--- src/verilog/pfar_pkg.sv ---
// package of constants for the pcm frame alignment receiver.
// assumes a 40 MHz aclk and a 2.048 MHz line bit clock on a pin.
//
// Overview of operation
// shift line bits through shifter, detect sync
// outside supplies 2.048 MHz line bit clock
// three bad sync words declare alignment loss
// aligned: reset low one bit after slot zero; the code pulses it after sync-frame slot zero only
// slot zero marker high eight bit periods
// non-sync bit one output updated at slot one
// sync bit one output updated at slot one
// six spare bits from non-sync slot zero
// error rises third sync frame after errored
// error stays high while errors keep coming
// error held high while alarm raised
// alarm rises at marker end, third bad
// alarm falls after three correct frames
// sync pattern 0011011, non-sync bit two one
// frame is 256 bits, frames alternate
// hunt for sync word and rephase counters
package pfar_pkg;

    localparam int          CLK_PERIOD_PS  = 25000;
    localparam int          LINE_CLK_KHZ   = 2048;
    localparam int          LINE_PERIOD_PS = 1000000000 / (LINE_CLK_KHZ * 1000)
                                             * 1000;
    localparam int          CLK_PER_BIT    = LINE_PERIOD_PS / CLK_PERIOD_PS;

    localparam logic [6:0]  SYNC_WORD      = 7'h1B;
    localparam int          SLOT_BITS      = 8;
    localparam logic [7:0]  SLOT_END       = 8'h07;
    localparam logic [7:0]  SLOT_AFTER     = 8'h08;
    localparam logic [7:0]  FRAME_LAST     = 8'hFF;
    localparam logic [1:0]  LOSS_COUNT     = 2'h3;
    localparam logic [1:0]  REGAIN_COUNT   = 2'h3;
    localparam int          ERR_DELAY      = 3;

    localparam logic [7:0]  CTRL_OFS       = 8'h00;
    localparam logic [7:0]  STATUS_OFS     = 8'h04;
    localparam logic [7:0]  DATA_OFS       = 8'h08;
    localparam logic [7:0]  ERRCNT_OFS     = 8'h0C;

    localparam int          CTRL_EN_BIT    = 0;
    localparam int          CTRL_HUNT_BIT  = 1;
    localparam int          STAT_OVF_BIT   = 5;
    localparam logic        CTRL_EN_RST    = 1'b1;

    localparam int          FIFO_WIDTH     = 10;
    localparam int          FIFO_DEPTH     = 8;

    localparam logic [1:0]  RESP_OKAY      = 2'h0;
    localparam logic [1:0]  RESP_SLVERR    = 2'h2;

endpackage : pfar_pkg

--- src/verilog/pfar_fifo.sv ---
// small synchronous fifo holding captured slot zero words.
// assumes one clock and a synchronous active-low reset.
`timescale 1ns/1ps
module pfar_fifo
    import pfar_pkg::*;
#(
    parameter int WIDTH = FIFO_WIDTH,
    parameter int DEPTH = FIFO_DEPTH
)
(
    // clock and reset
    input  wire logic             aclk,
    input  wire logic             aresetn,
    // fill side
    input  wire logic             in_valid,
    output logic                  in_ready,
    input  wire logic [WIDTH-1:0] in_data,
    // drain side
    output logic                  out_valid,
    input  wire logic             out_ready,
    output logic      [WIDTH-1:0] out_data
);

    localparam int PW = (DEPTH > 1) ? $clog2(DEPTH) : 1;
    localparam int CW = $clog2(DEPTH + 1);
    localparam logic [PW-1:0] PTR_LAST = PW'(DEPTH - 1);
    localparam logic [CW-1:0] CNT_FULL = CW'(DEPTH);

    typedef struct packed {
        logic [DEPTH-1:0][WIDTH-1:0] mem;
        logic [PW-1:0]               wr_ptr;
        logic [PW-1:0]               rd_ptr;
        logic [CW-1:0]               count;
    } pfar_fifo_state_t;

    pfar_fifo_state_t state_reg;
    pfar_fifo_state_t state_next;
    logic             push;
    logic             pop;

    assign in_ready  = (state_reg.count != CNT_FULL);
    assign out_valid = (state_reg.count != '0);
    assign out_data  = state_reg.mem[state_reg.rd_ptr];
    assign push      = in_valid && in_ready;
    assign pop       = out_valid && out_ready;

    always_comb
    begin
        state_next = state_reg;
        if (push)
        begin
            state_next.mem[state_reg.wr_ptr] = in_data;
            state_next.wr_ptr = (state_reg.wr_ptr == PTR_LAST) ? '0
                                : state_reg.wr_ptr + 1'b1;
        end
        if (pop)
        begin
            state_next.rd_ptr = (state_reg.rd_ptr == PTR_LAST) ? '0
                                : state_reg.rd_ptr + 1'b1;
        end
        if (push && !pop)
            state_next.count = state_reg.count + 1'b1;
        else if (pop && !push)
            state_next.count = state_reg.count - 1'b1;
    end

    always_ff @(posedge aclk)
    begin
        if (!aresetn)
            state_reg <= '0;
        else
            state_reg <= state_next;
    end

endmodule : pfar_fifo

--- src/verilog/pfar_receiver.sv ---
// pcm frame alignment receiver with an axi4-lite register slave.
// assumes line_clk and line_data come from pins, asynchronous to aclk,
// and that line_clk runs much slower than aclk (at least 4x).
`timescale 1ns/1ps
module pfar_receiver
    import pfar_pkg::*;
(
    // clock and reset
    input  wire logic        aclk,
    input  wire logic        aresetn,
    // axi4-lite write address
    input  wire logic [7:0]  s_axi_awaddr,
    input  wire logic [2:0]  s_axi_awprot,
    input  wire logic        s_axi_awvalid,
    output logic             s_axi_awready,
    // axi4-lite write data
    input  wire logic [31:0] s_axi_wdata,
    input  wire logic [3:0]  s_axi_wstrb,
    input  wire logic        s_axi_wvalid,
    output logic             s_axi_wready,
    // axi4-lite write response
    output logic [1:0]       s_axi_bresp,
    output logic             s_axi_bvalid,
    input  wire logic        s_axi_bready,
    // axi4-lite read address
    input  wire logic [7:0]  s_axi_araddr,
    input  wire logic [2:0]  s_axi_arprot,
    input  wire logic        s_axi_arvalid,
    output logic             s_axi_arready,
    // axi4-lite read data
    output logic [31:0]      s_axi_rdata,
    output logic [1:0]       s_axi_rresp,
    output logic             s_axi_rvalid,
    input  wire logic        s_axi_rready,
    // pcm line
    input  wire logic        line_clk,
    input  wire logic        line_data,
    // frame outputs
    output logic             slot_zero_marker,
    output logic             frame_first_bit_out,
    output logic             nonsync_first_bit_out,
    output logic [5:0]       spare_bits_out,
    output logic             sync_error,
    output logic             align_alarm,
    output logic             terminal_reset_n
);

    typedef struct packed {
        logic [1:0]           din_s;
        logic [1:0]           lclk_s;
        logic                 lclk_d;
        logic [7:0]           shift;
        logic [7:0]           cnt;
        logic                 sf;
        logic                 hunting;
        logic                 pend;
        logic                 pend_ok;
        logic                 pend_sync;
        logic [7:0]           byte0;
        logic [1:0]           bad_cnt;
        logic [1:0]           good_cnt;
        logic [ERR_DELAY:0]   err_pipe;
        logic                 marker;
        logic                 first_sf;
        logic                 first_nsf;
        logic [5:0]           spare;
        logic                 error;
        logic                 alarm;
        logic                 trst_n;
        logic                 enable;
        logic                 ovf;
        logic [15:0]          err_total;
        logic                 aw_full;
        logic [7:0]           aw_addr;
        logic                 w_full;
        logic [31:0]          wdata;
        logic [3:0]           wstrb;
        logic                 awready;
        logic                 wready;
        logic                 bvalid;
        logic [1:0]           bresp;
        logic                 arready;
        logic                 rvalid;
        logic [31:0]          rdata;
        logic [1:0]           rresp;
    } pfar_state_t;

    localparam pfar_state_t STATE_RST = '{
        cnt: FRAME_LAST, hunting: 1'b1, alarm: 1'b1, trst_n: 1'b1, error: 1'b1,
        enable: CTRL_EN_RST, awready: 1'b1, wready: 1'b1,
        arready: 1'b1, default: '0};

    pfar_state_t                 state_reg;
    pfar_state_t                 state_next;
    logic                        bit_en;
    logic                        fifo_in_ready;
    logic                        fifo_push;
    logic                        fifo_out_valid;
    logic                        fifo_pop;
    logic [FIFO_WIDTH-1:0]       fifo_out_data;
    logic [FIFO_WIDTH-1:0]       fifo_in_data;

    // line clock rising edge, seen only after both sync stages
    assign bit_en    = state_reg.lclk_s[1] && !state_reg.lclk_d
                       && state_reg.enable;
    assign fifo_push = bit_en && state_reg.pend;
    assign fifo_in_data = {state_reg.pend_sync, state_reg.pend_ok,
                           state_reg.byte0};
    assign fifo_pop  = s_axi_arvalid && state_reg.arready
                       && (s_axi_araddr == DATA_OFS);

    pfar_fifo #(
        .WIDTH (FIFO_WIDTH),
        .DEPTH (FIFO_DEPTH)
    ) u_fifo (
        .aclk      (aclk),
        .aresetn   (aresetn),
        .in_valid  (fifo_push),
        .in_ready  (fifo_in_ready),
        .in_data   (fifo_in_data),
        .out_valid (fifo_out_valid),
        .out_ready (fifo_pop),
        .out_data  (fifo_out_data)
    );

    always_comb
    begin
        logic [7:0] sh;
        logic [7:0] cnt_n;
        logic       sf_n;
        logic       force_hunt;
        sh         = '0;
        cnt_n      = '0;
        sf_n       = 1'b0;
        force_hunt = 1'b0;
        state_next = state_reg;
        state_next.din_s  = {state_reg.din_s[0], line_data};
        state_next.lclk_s = {state_reg.lclk_s[0], line_clk};
        state_next.lclk_d = state_reg.lclk_s[1];

        // register writes: address and data may arrive in either order
        if (s_axi_awvalid && state_reg.awready)
        begin
            state_next.aw_full = 1'b1;
            state_next.aw_addr = s_axi_awaddr;
        end
        if (s_axi_wvalid && state_reg.wready)
        begin
            state_next.w_full = 1'b1;
            state_next.wdata  = s_axi_wdata;
            state_next.wstrb  = s_axi_wstrb;
        end
        if (state_reg.bvalid && s_axi_bready)
            state_next.bvalid = 1'b0;
        if (state_reg.aw_full && state_reg.w_full && !state_reg.bvalid)
        begin
            state_next.aw_full = 1'b0;
            state_next.w_full  = 1'b0;
            state_next.bvalid  = 1'b1;
            state_next.bresp   = RESP_OKAY;
            unique case (state_reg.aw_addr)
                CTRL_OFS:
                    if (state_reg.wstrb[0])
                    begin
                        state_next.enable = state_reg.wdata[CTRL_EN_BIT];
                        force_hunt = state_reg.wdata[CTRL_HUNT_BIT];
                    end
                STATUS_OFS:
                    if (state_reg.wstrb[0] && state_reg.wdata[STAT_OVF_BIT])
                        state_next.ovf = 1'b0;
                DATA_OFS, ERRCNT_OFS: ;
                default:
                    state_next.bresp = RESP_SLVERR;
            endcase
        end
        state_next.awready = !state_next.aw_full;
        state_next.wready  = !state_next.w_full;

        // register reads; a read of the data word pops the fifo
        if (state_reg.rvalid && s_axi_rready)
        begin
            state_next.rvalid  = 1'b0;
            state_next.arready = 1'b1;
        end
        if (s_axi_arvalid && state_reg.arready)
        begin
            state_next.arready = 1'b0;
            state_next.rvalid  = 1'b1;
            state_next.rresp   = RESP_OKAY;
            state_next.rdata   = '0;
            unique case (s_axi_araddr)
                CTRL_OFS:
                    state_next.rdata[CTRL_EN_BIT] = state_reg.enable;
                STATUS_OFS:
                    state_next.rdata[6:0] = {!fifo_in_ready, state_reg.ovf,
                        !fifo_out_valid, state_reg.hunting, state_reg.error,
                        state_reg.alarm, !state_reg.alarm};
                DATA_OFS:
                    state_next.rdata = {fifo_out_valid, 21'h000000,
                                        fifo_out_data};
                ERRCNT_OFS:
                    state_next.rdata[15:0] = state_reg.err_total;
                default:
                    state_next.rresp = RESP_SLVERR;
            endcase
        end

        if (bit_en)
        begin
            sh = {state_reg.shift[6:0], state_reg.din_s[1]};
            state_next.shift = sh;
            cnt_n = state_reg.cnt + 8'h01;
            sf_n  = (state_reg.cnt == FRAME_LAST) ? !state_reg.sf
                    : state_reg.sf;
            state_next.pend = 1'b0;
            if (state_reg.hunting)
            begin
                // any bit position may end a sync word while hunting
                if (sh[6:0] == SYNC_WORD)
                begin
                    cnt_n = SLOT_END;
                    sf_n  = 1'b1;
                    state_next.hunting   = 1'b0;
                    state_next.pend      = 1'b1;
                    state_next.pend_ok   = 1'b1;
                    state_next.pend_sync = 1'b1;
                    state_next.byte0     = sh;
                end
            end
            else if (cnt_n == SLOT_END)
            begin
                state_next.pend      = 1'b1;
                state_next.pend_sync = state_reg.sf;
                state_next.pend_ok   = state_reg.sf
                                       ? (sh[6:0] == SYNC_WORD) : sh[6];
                state_next.byte0     = sh;
            end
            state_next.cnt    = cnt_n;
            state_next.sf     = sf_n;
            state_next.marker = (cnt_n < 8'(SLOT_BITS));
            state_next.trst_n = 1'b1;

            // first bit of slot one: judge slot zero, publish its bits
            if (state_reg.pend)
            begin
                if (state_reg.pend_sync)
                begin
                    state_next.first_sf = state_reg.byte0[7];
                    state_next.err_pipe = {state_reg.err_pipe[ERR_DELAY-1:0],
                                           !state_reg.pend_ok};
                end
                else
                begin
                    state_next.first_nsf = state_reg.byte0[7];
                    state_next.spare     = state_reg.byte0[5:0];
                end
                if (!state_reg.alarm)
                begin
                    if (state_reg.pend_sync && !state_reg.pend_ok)
                    begin
                        if (state_reg.err_total != 16'hFFFF)
                            state_next.err_total = state_reg.err_total
                                                   + 16'h0001;
                        if (state_reg.bad_cnt == LOSS_COUNT - 2'h1)
                        begin
                            state_next.alarm   = 1'b1;
                            state_next.hunting = 1'b1;
                            state_next.bad_cnt = '0;
                        end
                        else
                            state_next.bad_cnt = state_reg.bad_cnt + 2'h1;
                    end
                    else if (state_reg.pend_sync)
                        state_next.bad_cnt = '0;
                end
                else if (state_reg.pend_ok)
                begin
                    if (state_reg.good_cnt == REGAIN_COUNT - 2'h1)
                    begin
                        state_next.alarm    = 1'b0;
                        state_next.good_cnt = '0;
                        state_next.err_pipe = '0;
                    end
                    else
                        state_next.good_cnt = state_reg.good_cnt + 2'h1;
                end
                else
                begin
                    // a failed check while regaining starts the hunt over
                    state_next.hunting  = 1'b1;
                    state_next.good_cnt = '0;
                end
                state_next.trst_n = !(state_reg.pend_sync
                                      && !state_next.alarm);
                if (!fifo_in_ready)
                    state_next.ovf = 1'b1;
            end
            // error follows the delayed per-frame flag, alarm forces it
            state_next.error = state_next.err_pipe[ERR_DELAY]
                               || state_next.alarm;
        end

        if (force_hunt)
        begin
            state_next.hunting  = 1'b1;
            state_next.alarm    = 1'b1;
            state_next.error    = 1'b1;
            state_next.good_cnt = '0;
            state_next.bad_cnt  = '0;
        end
    end

    always_ff @(posedge aclk)
    begin
        if (!aresetn)
            state_reg <= STATE_RST;
        else
            state_reg <= state_next;
    end

    assign s_axi_awready         = state_reg.awready;
    assign s_axi_wready          = state_reg.wready;
    assign s_axi_bvalid          = state_reg.bvalid;
    assign s_axi_bresp           = state_reg.bresp;
    assign s_axi_arready         = state_reg.arready;
    assign s_axi_rvalid          = state_reg.rvalid;
    assign s_axi_rdata           = state_reg.rdata;
    assign s_axi_rresp           = state_reg.rresp;
    assign slot_zero_marker      = state_reg.marker;
    assign frame_first_bit_out   = state_reg.first_sf;
    assign nonsync_first_bit_out = state_reg.first_nsf;
    assign spare_bits_out        = state_reg.spare;
    assign sync_error            = state_reg.error;
    assign align_alarm           = state_reg.alarm;
    assign terminal_reset_n      = state_reg.trst_n;
endmodule : pfar_receiver
--- config.mk ---
export PLATFORM = sky130hd
export DESIGN_NAME = pfar_receiver
export DESIGN_NICKNAME = d
export VERILOG_FILES = /design/src/verilog/pfar_pkg.sv /design/src/verilog/pfar_fifo.sv /design/src/verilog/pfar_receiver.sv
export SDC_FILE = /design/constraint.sdc
export NUM_CORES = 1
export LEC_CHECK = 0
export ABC_AREA = 1
export BUFFER_PORTS_ARGS = -buffer_cell sky130_fd_sc_hd__clkbuf_2
export CORE_AREA = 2 2 132 134
export CTS_BUF_LIST = sky130_fd_sc_hd__clkbuf_4
export DETAILED_ROUTE_END_ITERATION = 6
export DIE_AREA = 0 0 134 136
export PLACE_DENSITY = 0.77
export SYNTH_ARGS = -nofsm -noshare
export SYNTH_HDL_FRONTEND = slang
export SYNTH_SLANG_ARGS = --single-unit
--- constraint.sdc ---
create_clock -name aclk -period 3.2 [get_ports aclk]
set_input_delay 0.8 -clock aclk [delete_from_list [all_inputs] [get_ports aclk]]
set_output_delay 0.8 -clock aclk [all_outputs]
set_load 0.02 [all_outputs]
After elaboration in Yosys (flattened, before gate mapping)
Index checks and enable logic that the tools add are counted.
W data, S select, Z words.
{"block": "classes", "addsub": 8, "order_cmp": 4, "eq_ne": 20, "muxes": 72, "bitwise_logic": 3, "n_reduce_logical": 51}
{"op": "$bwmux W80", "count": 1}
{"op": "$mux W16", "count": 4}
{"op": "$mux W8", "count": 5}
{"op": "$mux W37", "count": 1}
{"op": "$mux W36", "count": 1}
{"op": "$mux W17", "count": 2}
{"op": "$eq A8 B4 Y1 const B", "count": 4}
{"op": "$bmux W10 S3", "count": 1}
{"op": "$demux W10 S3", "count": 1}
{"op": "$mux W1", "count": 27}
{"op": "$eq A8 B3 Y1 const B", "count": 3}
{"op": "$mux W11", "count": 2}
{"op": "$mux W2", "count": 11}
{"op": "$mux W10", "count": 2}
{"op": "$mux W4", "count": 5}
{"op": "$logic_and A1 B1 Y1", "count": 19}
{"op": "$pmux W6 S3", "count": 1}
{"op": "$pmux W9 S2", "count": 1}
{"op": "$add A16 B1 Y16 const B", "count": 1}
{"op": "$logic_not A8 Y1", "count": 2}
{"op": "$ne A16 B16 Y1 const B", "count": 1}
{"op": "$reduce_and A3 Y1", "count": 5}
{"op": "$logic_not A1 Y1", "count": 13}
{"op": "$mux W12", "count": 1}
{"op": "29 further kinds", "count": 44}
{"block": "totals", "reg_bits": 248, "output_inout_bits": 53}

Depth between registers and ports, before layout
Gate-level depths: netlist (run 1).
{"block": "depth", "ltp_word": 12, "mapped_depth": 18}

Hierarchy
Synthesis (run 1) repeated with hierarchy kept, for this count alone.
{"block": "unflattened", "cells_unflattened": 1548, "area_unflattened_um2": 10199.8}
{"mod": "pfar_receiver", "instances": 1, "cells_each": 718, "area_each_um2": 5166.2, "seq_area_each_um2": 2182.1}
{"mod": "pfar_fifo", "instances": 1, "cells_each": 830, "area_each_um2": 5033.6, "seq_area_each_um2": 1801.7}

Worst setup path before layout (run 1)
OpenSTA, ideal clock, no wires.
{"block": "synth_timing", "path_type": "input-to-reg", "startpoint": "in s_axi_araddr[1]", "endpoint": "reg u_fifo.state_reg[3] (netlist name)", "setup_time_ns": 0.119, "arrival_time_ns": 2.698, "path_slack_ns": 0.383, "cell_stages": 15, "path_buffers": 0, "path_cell_list": "nor2_1 -> inv_1 -> nor4_2 -> nand3_1 -> ha_1 -> inv_1 -> ha_1 -> nand2_1 -> nand2_1 -> a21oi_1 -> nor2_1 -> nor2_1 -> nand2_1 -> o21ai_0 -> a21oi_1"}
{"block": "synth_between", "elab_chain_len": 6}
{"item": "start: declaration", "line_no": "pfar_receiver.sv:26", "rtl": "input wire logic [7:0] s_axi_araddr,"}
{"item": "$eq A8 B4 Y1 (*)", "line_no": "pfar_receiver.sv:110", "rtl": "&& (s_axi_araddr == DATA_OFS);"}
{"item": "$logic_and A1 B1 Y1 (*)", "line_no": "pfar_receiver.sv:110"}
{"item": "$logic_and A1 B1 Y1 (*)", "line_no": "pfar_fifo.sv:45", "rtl": "assign pop = out_valid && out_ready;"}
{"item": "$logic_not A1 Y1", "line_no": "pfar_fifo.sv:61", "rtl": "if (push && !pop)"}
{"item": "$logic_and A1 B1 Y1", "line_no": "pfar_fifo.sv:61"}
{"item": "$mux W4 or $reduce_bool A2 Y1 (tied branches)"}
{"item": "end signal: assignment", "line_no": "pfar_fifo.sv:72", "rtl": "state_reg <= state_next;"}
{"item": "end: declaration", "line_no": "pfar_fifo.sv:36", "rtl": "pfar_fifo_state_t state_reg;"}
Mark *: on every way between the ends. The rest lies on a longest branch, timed or not.
A chain may end at the register's enable or synchronous reset.

Final worst setup path (run 1)
{"block": "layout_timing", "startpoint": "reg state_reg[104] (netlist name)", "endpoint": "reg u_fifo.state_reg[3] (netlist name)"}
{"block": "layout_between", "elab_chain_len": 6}
{"item": "start: declaration", "line_no": "pfar_receiver.sv:93", "rtl": "pfar_state_t state_reg;"}
{"item": "start signal: assignment", "line_no": "pfar_receiver.sv:318", "rtl": "state_reg <= state_next;"}
{"item": "$logic_and A1 B1 Y1 (*)", "line_no": "pfar_receiver.sv:105", "rtl": "&& state_reg.enable;"}
{"item": "$logic_and A1 B1 Y1 (*)", "line_no": "pfar_receiver.sv:106", "rtl": "assign fifo_push = bit_en && state_reg.pend;"}
{"item": "$logic_and A1 B1 Y1 (*)", "line_no": "pfar_fifo.sv:44", "rtl": "assign push = in_valid && in_ready;"}
{"item": "$logic_not A1 Y1", "line_no": "pfar_fifo.sv:63", "rtl": "else if (pop && !push)"}
{"item": "$logic_and A1 B1 Y1", "line_no": "pfar_fifo.sv:63"}
{"item": "$reduce_bool A2 Y1 (no source line)"}
Marks and branches as above.

==> impl_metrics.csv, run 1 <==
group,metric,value,unit
critical_path,cp_common_cell,"nand2_1",
logic_synthesis,async_reset_ff_share,0,%
run_status,outcome,"completed",
drt,drc,0,
global_route,grt_pass1_vias,6895,
drt,ant_nets,0,
critical_path,crit_path_end_kind,"flop",
cts,clock_latency,0.59,ns
cts,cts_max_path_buffers,2,
layout,fin_nets,1337,
sta,maxSlewViolCount,0,
critical_path,crit_fanout,13,
logic_synthesis,synthCells,1261,
pwr,ir_drop,0.000373,V
place,dp_hpwl,13900,µm
floorplanning,start_util,54.1,%
cts,path_clk_slew,0.14,ns
sta,skew,0.0170,ns
place,gp_congestion,0.908,
logic_synthesis,yosys.cell_count.top_type,"dfxtp_1",
sta,tightestPinTransition,1.20,ns
cts,cts_tree,"built",
logic_synthesis,synth.top_cell.area_share,43.7,%
global_route,antenna_found_initial,1,
floorplanning,num_rows,48,
sta,timing.final.ws_setup,0.639,ns
critical_path,cp-start-kind,"flop",
sta,setup_violations,0,
global_route,grt_pass1_wl,33800,µm
layout,drive_gt1_share,10.2,%
sta,fin_crit_sh,80.0,%
drt,routed_via_density,5.32,
drt,first_iter_violations,600,
critical_path,path_buf_inv,3,
critical_path,r2r-start,"state_reg[104]",
cts,cts_inserted_buffers,17,
critical_path,cp_top_family,"simple AND/OR/NAND/NOR gates",
cts,cts_setup_buffers,0,
floorplanning,dieWidth,134,µm
cts,cts_root_buf,"clkbuf_4",
global_route,grt_max_degree,122,
critical_path,r2r.worst_path.cells,17,
pwr,p_per_area,429,nW/µm²
floorplanning,die-area,18200,µm²
logic_synthesis,synth_commonest_cells,"dfxtp_1, a21oi_1, inv_1",
logic_synthesis,synth-seq-area-share,43.7,%
critical_path,crit_type,"flop to flop",
critical_path,crit_path_max_incr_delay,0.40,ns
pwr,p_leak,0.00383,µW
place,port_buffers,64,
logic_synthesis,synth_cell_type_count,43,
sta,period_needed,2.56,ns
critical_path,slowest_stage,"dfxtp_1",
critical_path,worstPathArrival,3.04,ns
drt,dr.pass1.iters,6,
job,cap_violations,0,
cts,clock-sinks,199,
sta,fmax,390,MHz
global_route,grt_usage,23.2,%
critical_path,path_cells,"inv_2, nor2_1, nand2_1, nor2_4, nand2_2, inv_2, ha_1, inv_1, ha_1, nand2_1, nand2_1, a21oi_1, nor2_1, nor2_1, nand2_1, o21ai_0, a21oi_1",
critical_path,regToRegSetupSlack,0.64,ns
sta,slew-limit-headroom,19.8,%
critical_path,r2r_end,"u_fifo.state_reg[3]",
sta,tns,0,ns
logic_synthesis,avgSynthCellArea,7.24,µm²
sta,hold_viol,0,
drt,vias,7967,
hold_path,hold_depth,3,
layout,largest_reg_flops,90,
critical_path,crit_required,3.68,ns
logic_synthesis,synthFlopType,"dfxtp_1",
hold_path,holdCritStartpoint,"line_data",
drt,totalWireLength,20700,µm
floorplanning,die_h,136,µm
drt,wire_per_inst,13.8,µm
logic_synthesis,yosysWarnings,0,
logic_synthesis,synth_seq_cells,199,
logic_synthesis,synth_area_leader_cell,"dfxtp_1",
place,preCtsSetupSlack,0.155,ns
floorplanning,core-area,16900,µm²
cts,post_cts_resized,0,
layout,area_growth,4.41,%
floorplanning,io_pins,120,
cts,htreeDepth,4,
sta,grt_setup_unrepaired,"no",
global_route,overflow,0,
hold_path,min_path_type,"input pin to flop",
hold_path,min_to,"state_next[158]",
logic_synthesis,synth-edff-count,0,
logic_synthesis,syn_area,9130,µm²
cts,cts_hold_buffers,0,
logic_synthesis,synth_area_leaders,"dfxtp_1, a21oi_1, o21ai_0",
[worst min-delay path, cell delays in order]
cell and delay [ns]:
clkbuf_2 0.07, nand2_1 0.04, inv_1 0.04
[cells by family (layout without fill, tap and decap cells)]
logic type	after synthesis	count (layout)	share of synthesized area, %
flip-flops	199	199	43.7
XOR/XNOR	8	8	0.768
buffers and inverters	276	271	13.4
adder cells (fa/ha/maj)	11	11	1.59
AO/OA/AOI/OAI	391	391	21.8
AND/OR/NAND/NOR	375	375	18.8
other	1	18	0.0411
[cells in the final DEF, fill, tap and decap left out, types with 3 or more instances in the layout]
cell,count
dfxtp_1,199
a21oi_1,190
inv_1,155
o21ai_0,146
nand2_1,134
nor2_1,98
nand3_1,83
clkbuf_2,63
o21ai_1,41
clkbuf_4,20
nand4_1,17
nor3_1,17
conb_1,17
buf_4,13
ha_1,10
clkinv_1,7
inv_2,6
xor2_1,6
nand2_2,5
nor2_2,4
nor3_2,3
o211ai_1,3
[power by group]
group	internal [µW]	leakage, µW	switching (µW)	total, µW
combinational	105	0.00209	231	336
clock	394	0.000128	797	1190
sequential	2530	0.00161	33.9	2560
[worst max-delay path by stage]
stage / start / end / depth (start not counted)
final: state_reg[104] / u_fifo.state_reg[3] / 17
after global routing: state_reg[104] / u_fifo.state_reg[3] / 17
after CTS: state_reg[104] / u_fifo.state_reg[3] / 17
after detailed placement: s_axi_araddr[1] / u_fifo.state_reg[3] / 16
after global placement: s_axi_araddr[1] / u_fifo.state_reg[3] / 16
after floorplan: s_axi_araddr[1] / u_fifo.state_reg[3] / 15
[metrics by stage]
step           power [µW]  hold WS, ns  instances  instance area (µm²)  utilization, %
6_report             4090        0.399       1498                 9530            56.5
5_1_grt              4270        0.365       1498                 9530            56.5
4_1_cts              4120        0.340       1497                 9530            56.5
3_5_place_dp         2950        0.402       1465                 9290            55.0
3_3_place_gp         2950        0.398       1465                 9290            55.0
2_1_floorplan        2890        0.390       1277                 9190               -
[cell type report]
type	instances	area (µm²)
diodes	1	2.50
inverters	162	608
multi-input cells	802	3980
flip-flops and latches	199	3980
clock buffers	20	150
fillers	1557	7350
clock inverters	12	86.3
well taps	225	282
repair buffers	77	433
[routing by layer]
metal / global-route usage [%] / vias up / part of all wire (%)
met2: 36.8 / 219 / 47
met4: 8.63 / 0 / 2.3
li1: - / 4101 / -
met1: 31.2 / 3615 / 46
met3: 4.77 / 32 / 5.5
met5: 0 / - / 0
Note: power is estimated with default switching activity, not from simulation.
==> run 2, diff against run 1 <==
==> constraint.sdc (replaced) <==
create_clock -name aclk -period 2.57 [get_ports aclk]
set_input_delay 0.6425 -clock aclk [delete_from_list [all_inputs] [get_ports aclk]]
set_output_delay 0.6425 -clock aclk [all_outputs]
set_load 0.02 [all_outputs]
==> impl_metrics.csv, run 2 (synthesis gave the netlist of run 1 again) <==
group,metric,value,unit
global_route,grt_usage,23.0,%
critical_path,r2r.worst_path.cells,17,
critical_path,regToRegSetupSlack,0.31,ns
place,numPlacedInstances,1482,
drt,drc,0,
sta,maxSlewViolCount,0,
sta,holdWs,0.226,ns
drt,vias,7979,
drt,met1_length,9840,µm
global_route,antenna_found_initial,1,
critical_path,crit_path_end_kind,"flop",
global_route,overflow,0,
cts,cts_inserted_buffers,17,
critical_path,crit_required,3.06,ns
cts,cts_tree,"built",
critical_path,path_cells,"inv_2, nor2_1, nand2_1, nor2_4, nand2_4, inv_2, ha_2, inv_1, ha_1, nand2_1, nand2_1, a21oi_1, nor2_1, nor2_1, nand2_1, o21ai_0, a21oi_1",
cts,path_clk_slew,0.16,ns
critical_path,cp_common_cell,"nand2_1",
floorplanning,die-area,18200,µm²
cts,cts_max_path_buffers,2,
critical_path,crit_path_max_incr_delay,0.38,ns
cts,htreeDepth,4,
drt,wl_met2,9380,µm
cts,clock-sinks,199,
floorplanning,core-area,16900,µm²
pwr,p_per_area,538,nW/µm²
sta,period_needed,2.26,ns
drt,routed.top_layer,"met4",
drt,met3_length,958,µm
sta,fin_crit_sh,87.8,%
sta,fmax,443,MHz
floorplanning,dieWidth,134,µm
sta,hold_viol,0,
sta,slew-limit-headroom,50.5,%
pwr,ir_drop,0.000482,V
layout,area_growth,6.48,%
place,port_buffers,64,
sta,tns,0,ns
place,dp_hpwl,14300,µm
drt,routed_via_density,5.27,
sta,tightestPinTransition,0.742,ns
global_route,grt_pass1_vias,6959,
drt,wire_per_inst,13.6,µm
global_route,grt_max_degree,65,
critical_path,crit_fanout,7,
sta,skew,0.0181,ns
critical_path,crit_type,"flop to flop",
critical_path,critPathLaunch,"state_reg[104]",
floorplanning,die_h,136,µm
hold_path,holdCritStartpoint,"line_clk",
layout,final_cells,1515,
cts,cts_root_buf,"clkbuf_4",
hold_path,min_path_type,"input pin to flop",
drt,first_iter_violations,604,
sta,setup_violations,0,
global_route,grt_pass1_wl,34100,µm
floorplanning,start_util,54.1,%
critical_path,r2r_end,"u_fifo.state_reg[3]",
floorplanning,io_pins,120,
drt,totalWireLength,20600,µm
layout,fin_nets,1354,
layout,largest_reg_flops,90,
layout,drive_gt1_share,11.9,%
critical_path,cp-start-kind,"flop",
run_status,outcome,"completed",
critical_path,crit_end,"u_fifo.state_reg[3]",
place,gp_congestion,0.893,
cts,cts_hold_buffers,0,
pwr,p_leak,0.00392,µW
cts,clock_latency,0.59,ns
layout,final_common_cell,"dfxtp_1",
drt,dr.pass1.iters,5,
critical_path,slowest_stage,"dfxtp_2",
layout,layout_common_cells,"dfxtp_1, a21oi_1, inv_1",
drt,ant_nets,0,
critical_path,r2r-start,"state_reg[104]",
job,cap_violations,0,
critical_path,worstPathArrival,2.75,ns
floorplanning,num_rows,48,
==> run 2: cell count changes in the layout (fill, tap and decap cells not counted), sizes merged <==
cell,delta
clkbuf,-3
buf,+17
bufinv,+1
clkinvlp,+3
clkinv,-1
==> run 2: metal layers <==
metal	GRT usage [%]	vias up
li1	-	4140
met1	31.5	3654
met2	36.0	156
met3	4.66	29
met4	8.57	0
met5	0	-
==> run 2: repair_timing <==
item,CTS,global route
buffers inserted,0,0
setup endpoints to repair,0,1
gates resized for setup,0,2
==> run 2: worst max-delay path: cells and delay by family, from the launching register on <==
kind | cells | cell delay (ns)
compound gates | 3 | 0.36
fa+ha+maj | 2 | 0.44
buf+inv | 3 | 0.18
flops | 1 | 0.38
simple gates | 9 | 0.81
==> run 2: worst min-delay path by stage <==
stage                 endpoint  slack, ns  depth (start not counted)
6_report       state_next[156]       0.23                          3
2_1_floorplan  state_next[154]       0.39                          2
4_1_cts        state_next[156]       0.21                          3
3_5_place_dp    state_reg[158]       0.41                          2
5_1_grt        state_next[156]       0.22                          3
3_3_place_gp    state_reg[158]       0.40                          2
==> run 2: area by class of cell <==
| class | instances | area, µm² |
|---|---|---|
| fillers | 1592 | 7160 |
| flip-flops and latches | 199 | 3990 |
| diodes | 1 | 2.50 |
| clock inverters | 15 | 138 |
| inverters | 162 | 608 |
| well taps | 225 | 282 |
| multi-input cells | 802 | 4000 |
| clock buffers | 17 | 128 |
| repair buffers | 94 | 573 |
==> run 2: through the flow <==
| stage | util, % | instance area [µm²] | total power, µW | worst slack [ns] |
|---|---|---|---|---|
| 2_1_floorplan | - | 9200 | 3600 | 0.0169 |
| 3_3_place_gp | 56.0 | 9440 | 3680 | -0.0530 |
| 3_5_place_dp | 56.0 | 9440 | 3690 | -0.102 |
| 4_1_cts | 57.5 | 9710 | 5260 | 0.247 |
| 5_1_grt | 57.6 | 9720 | 5450 | -0.00195 |
| 6_report | 57.6 | 9720 | 5230 | 0.314 |
==> run 2: power by group <==
group | switching [µW] | internal [µW]
logic | 294 | 136
clock network | 1040 | 559
registers | 42.9 | 3150
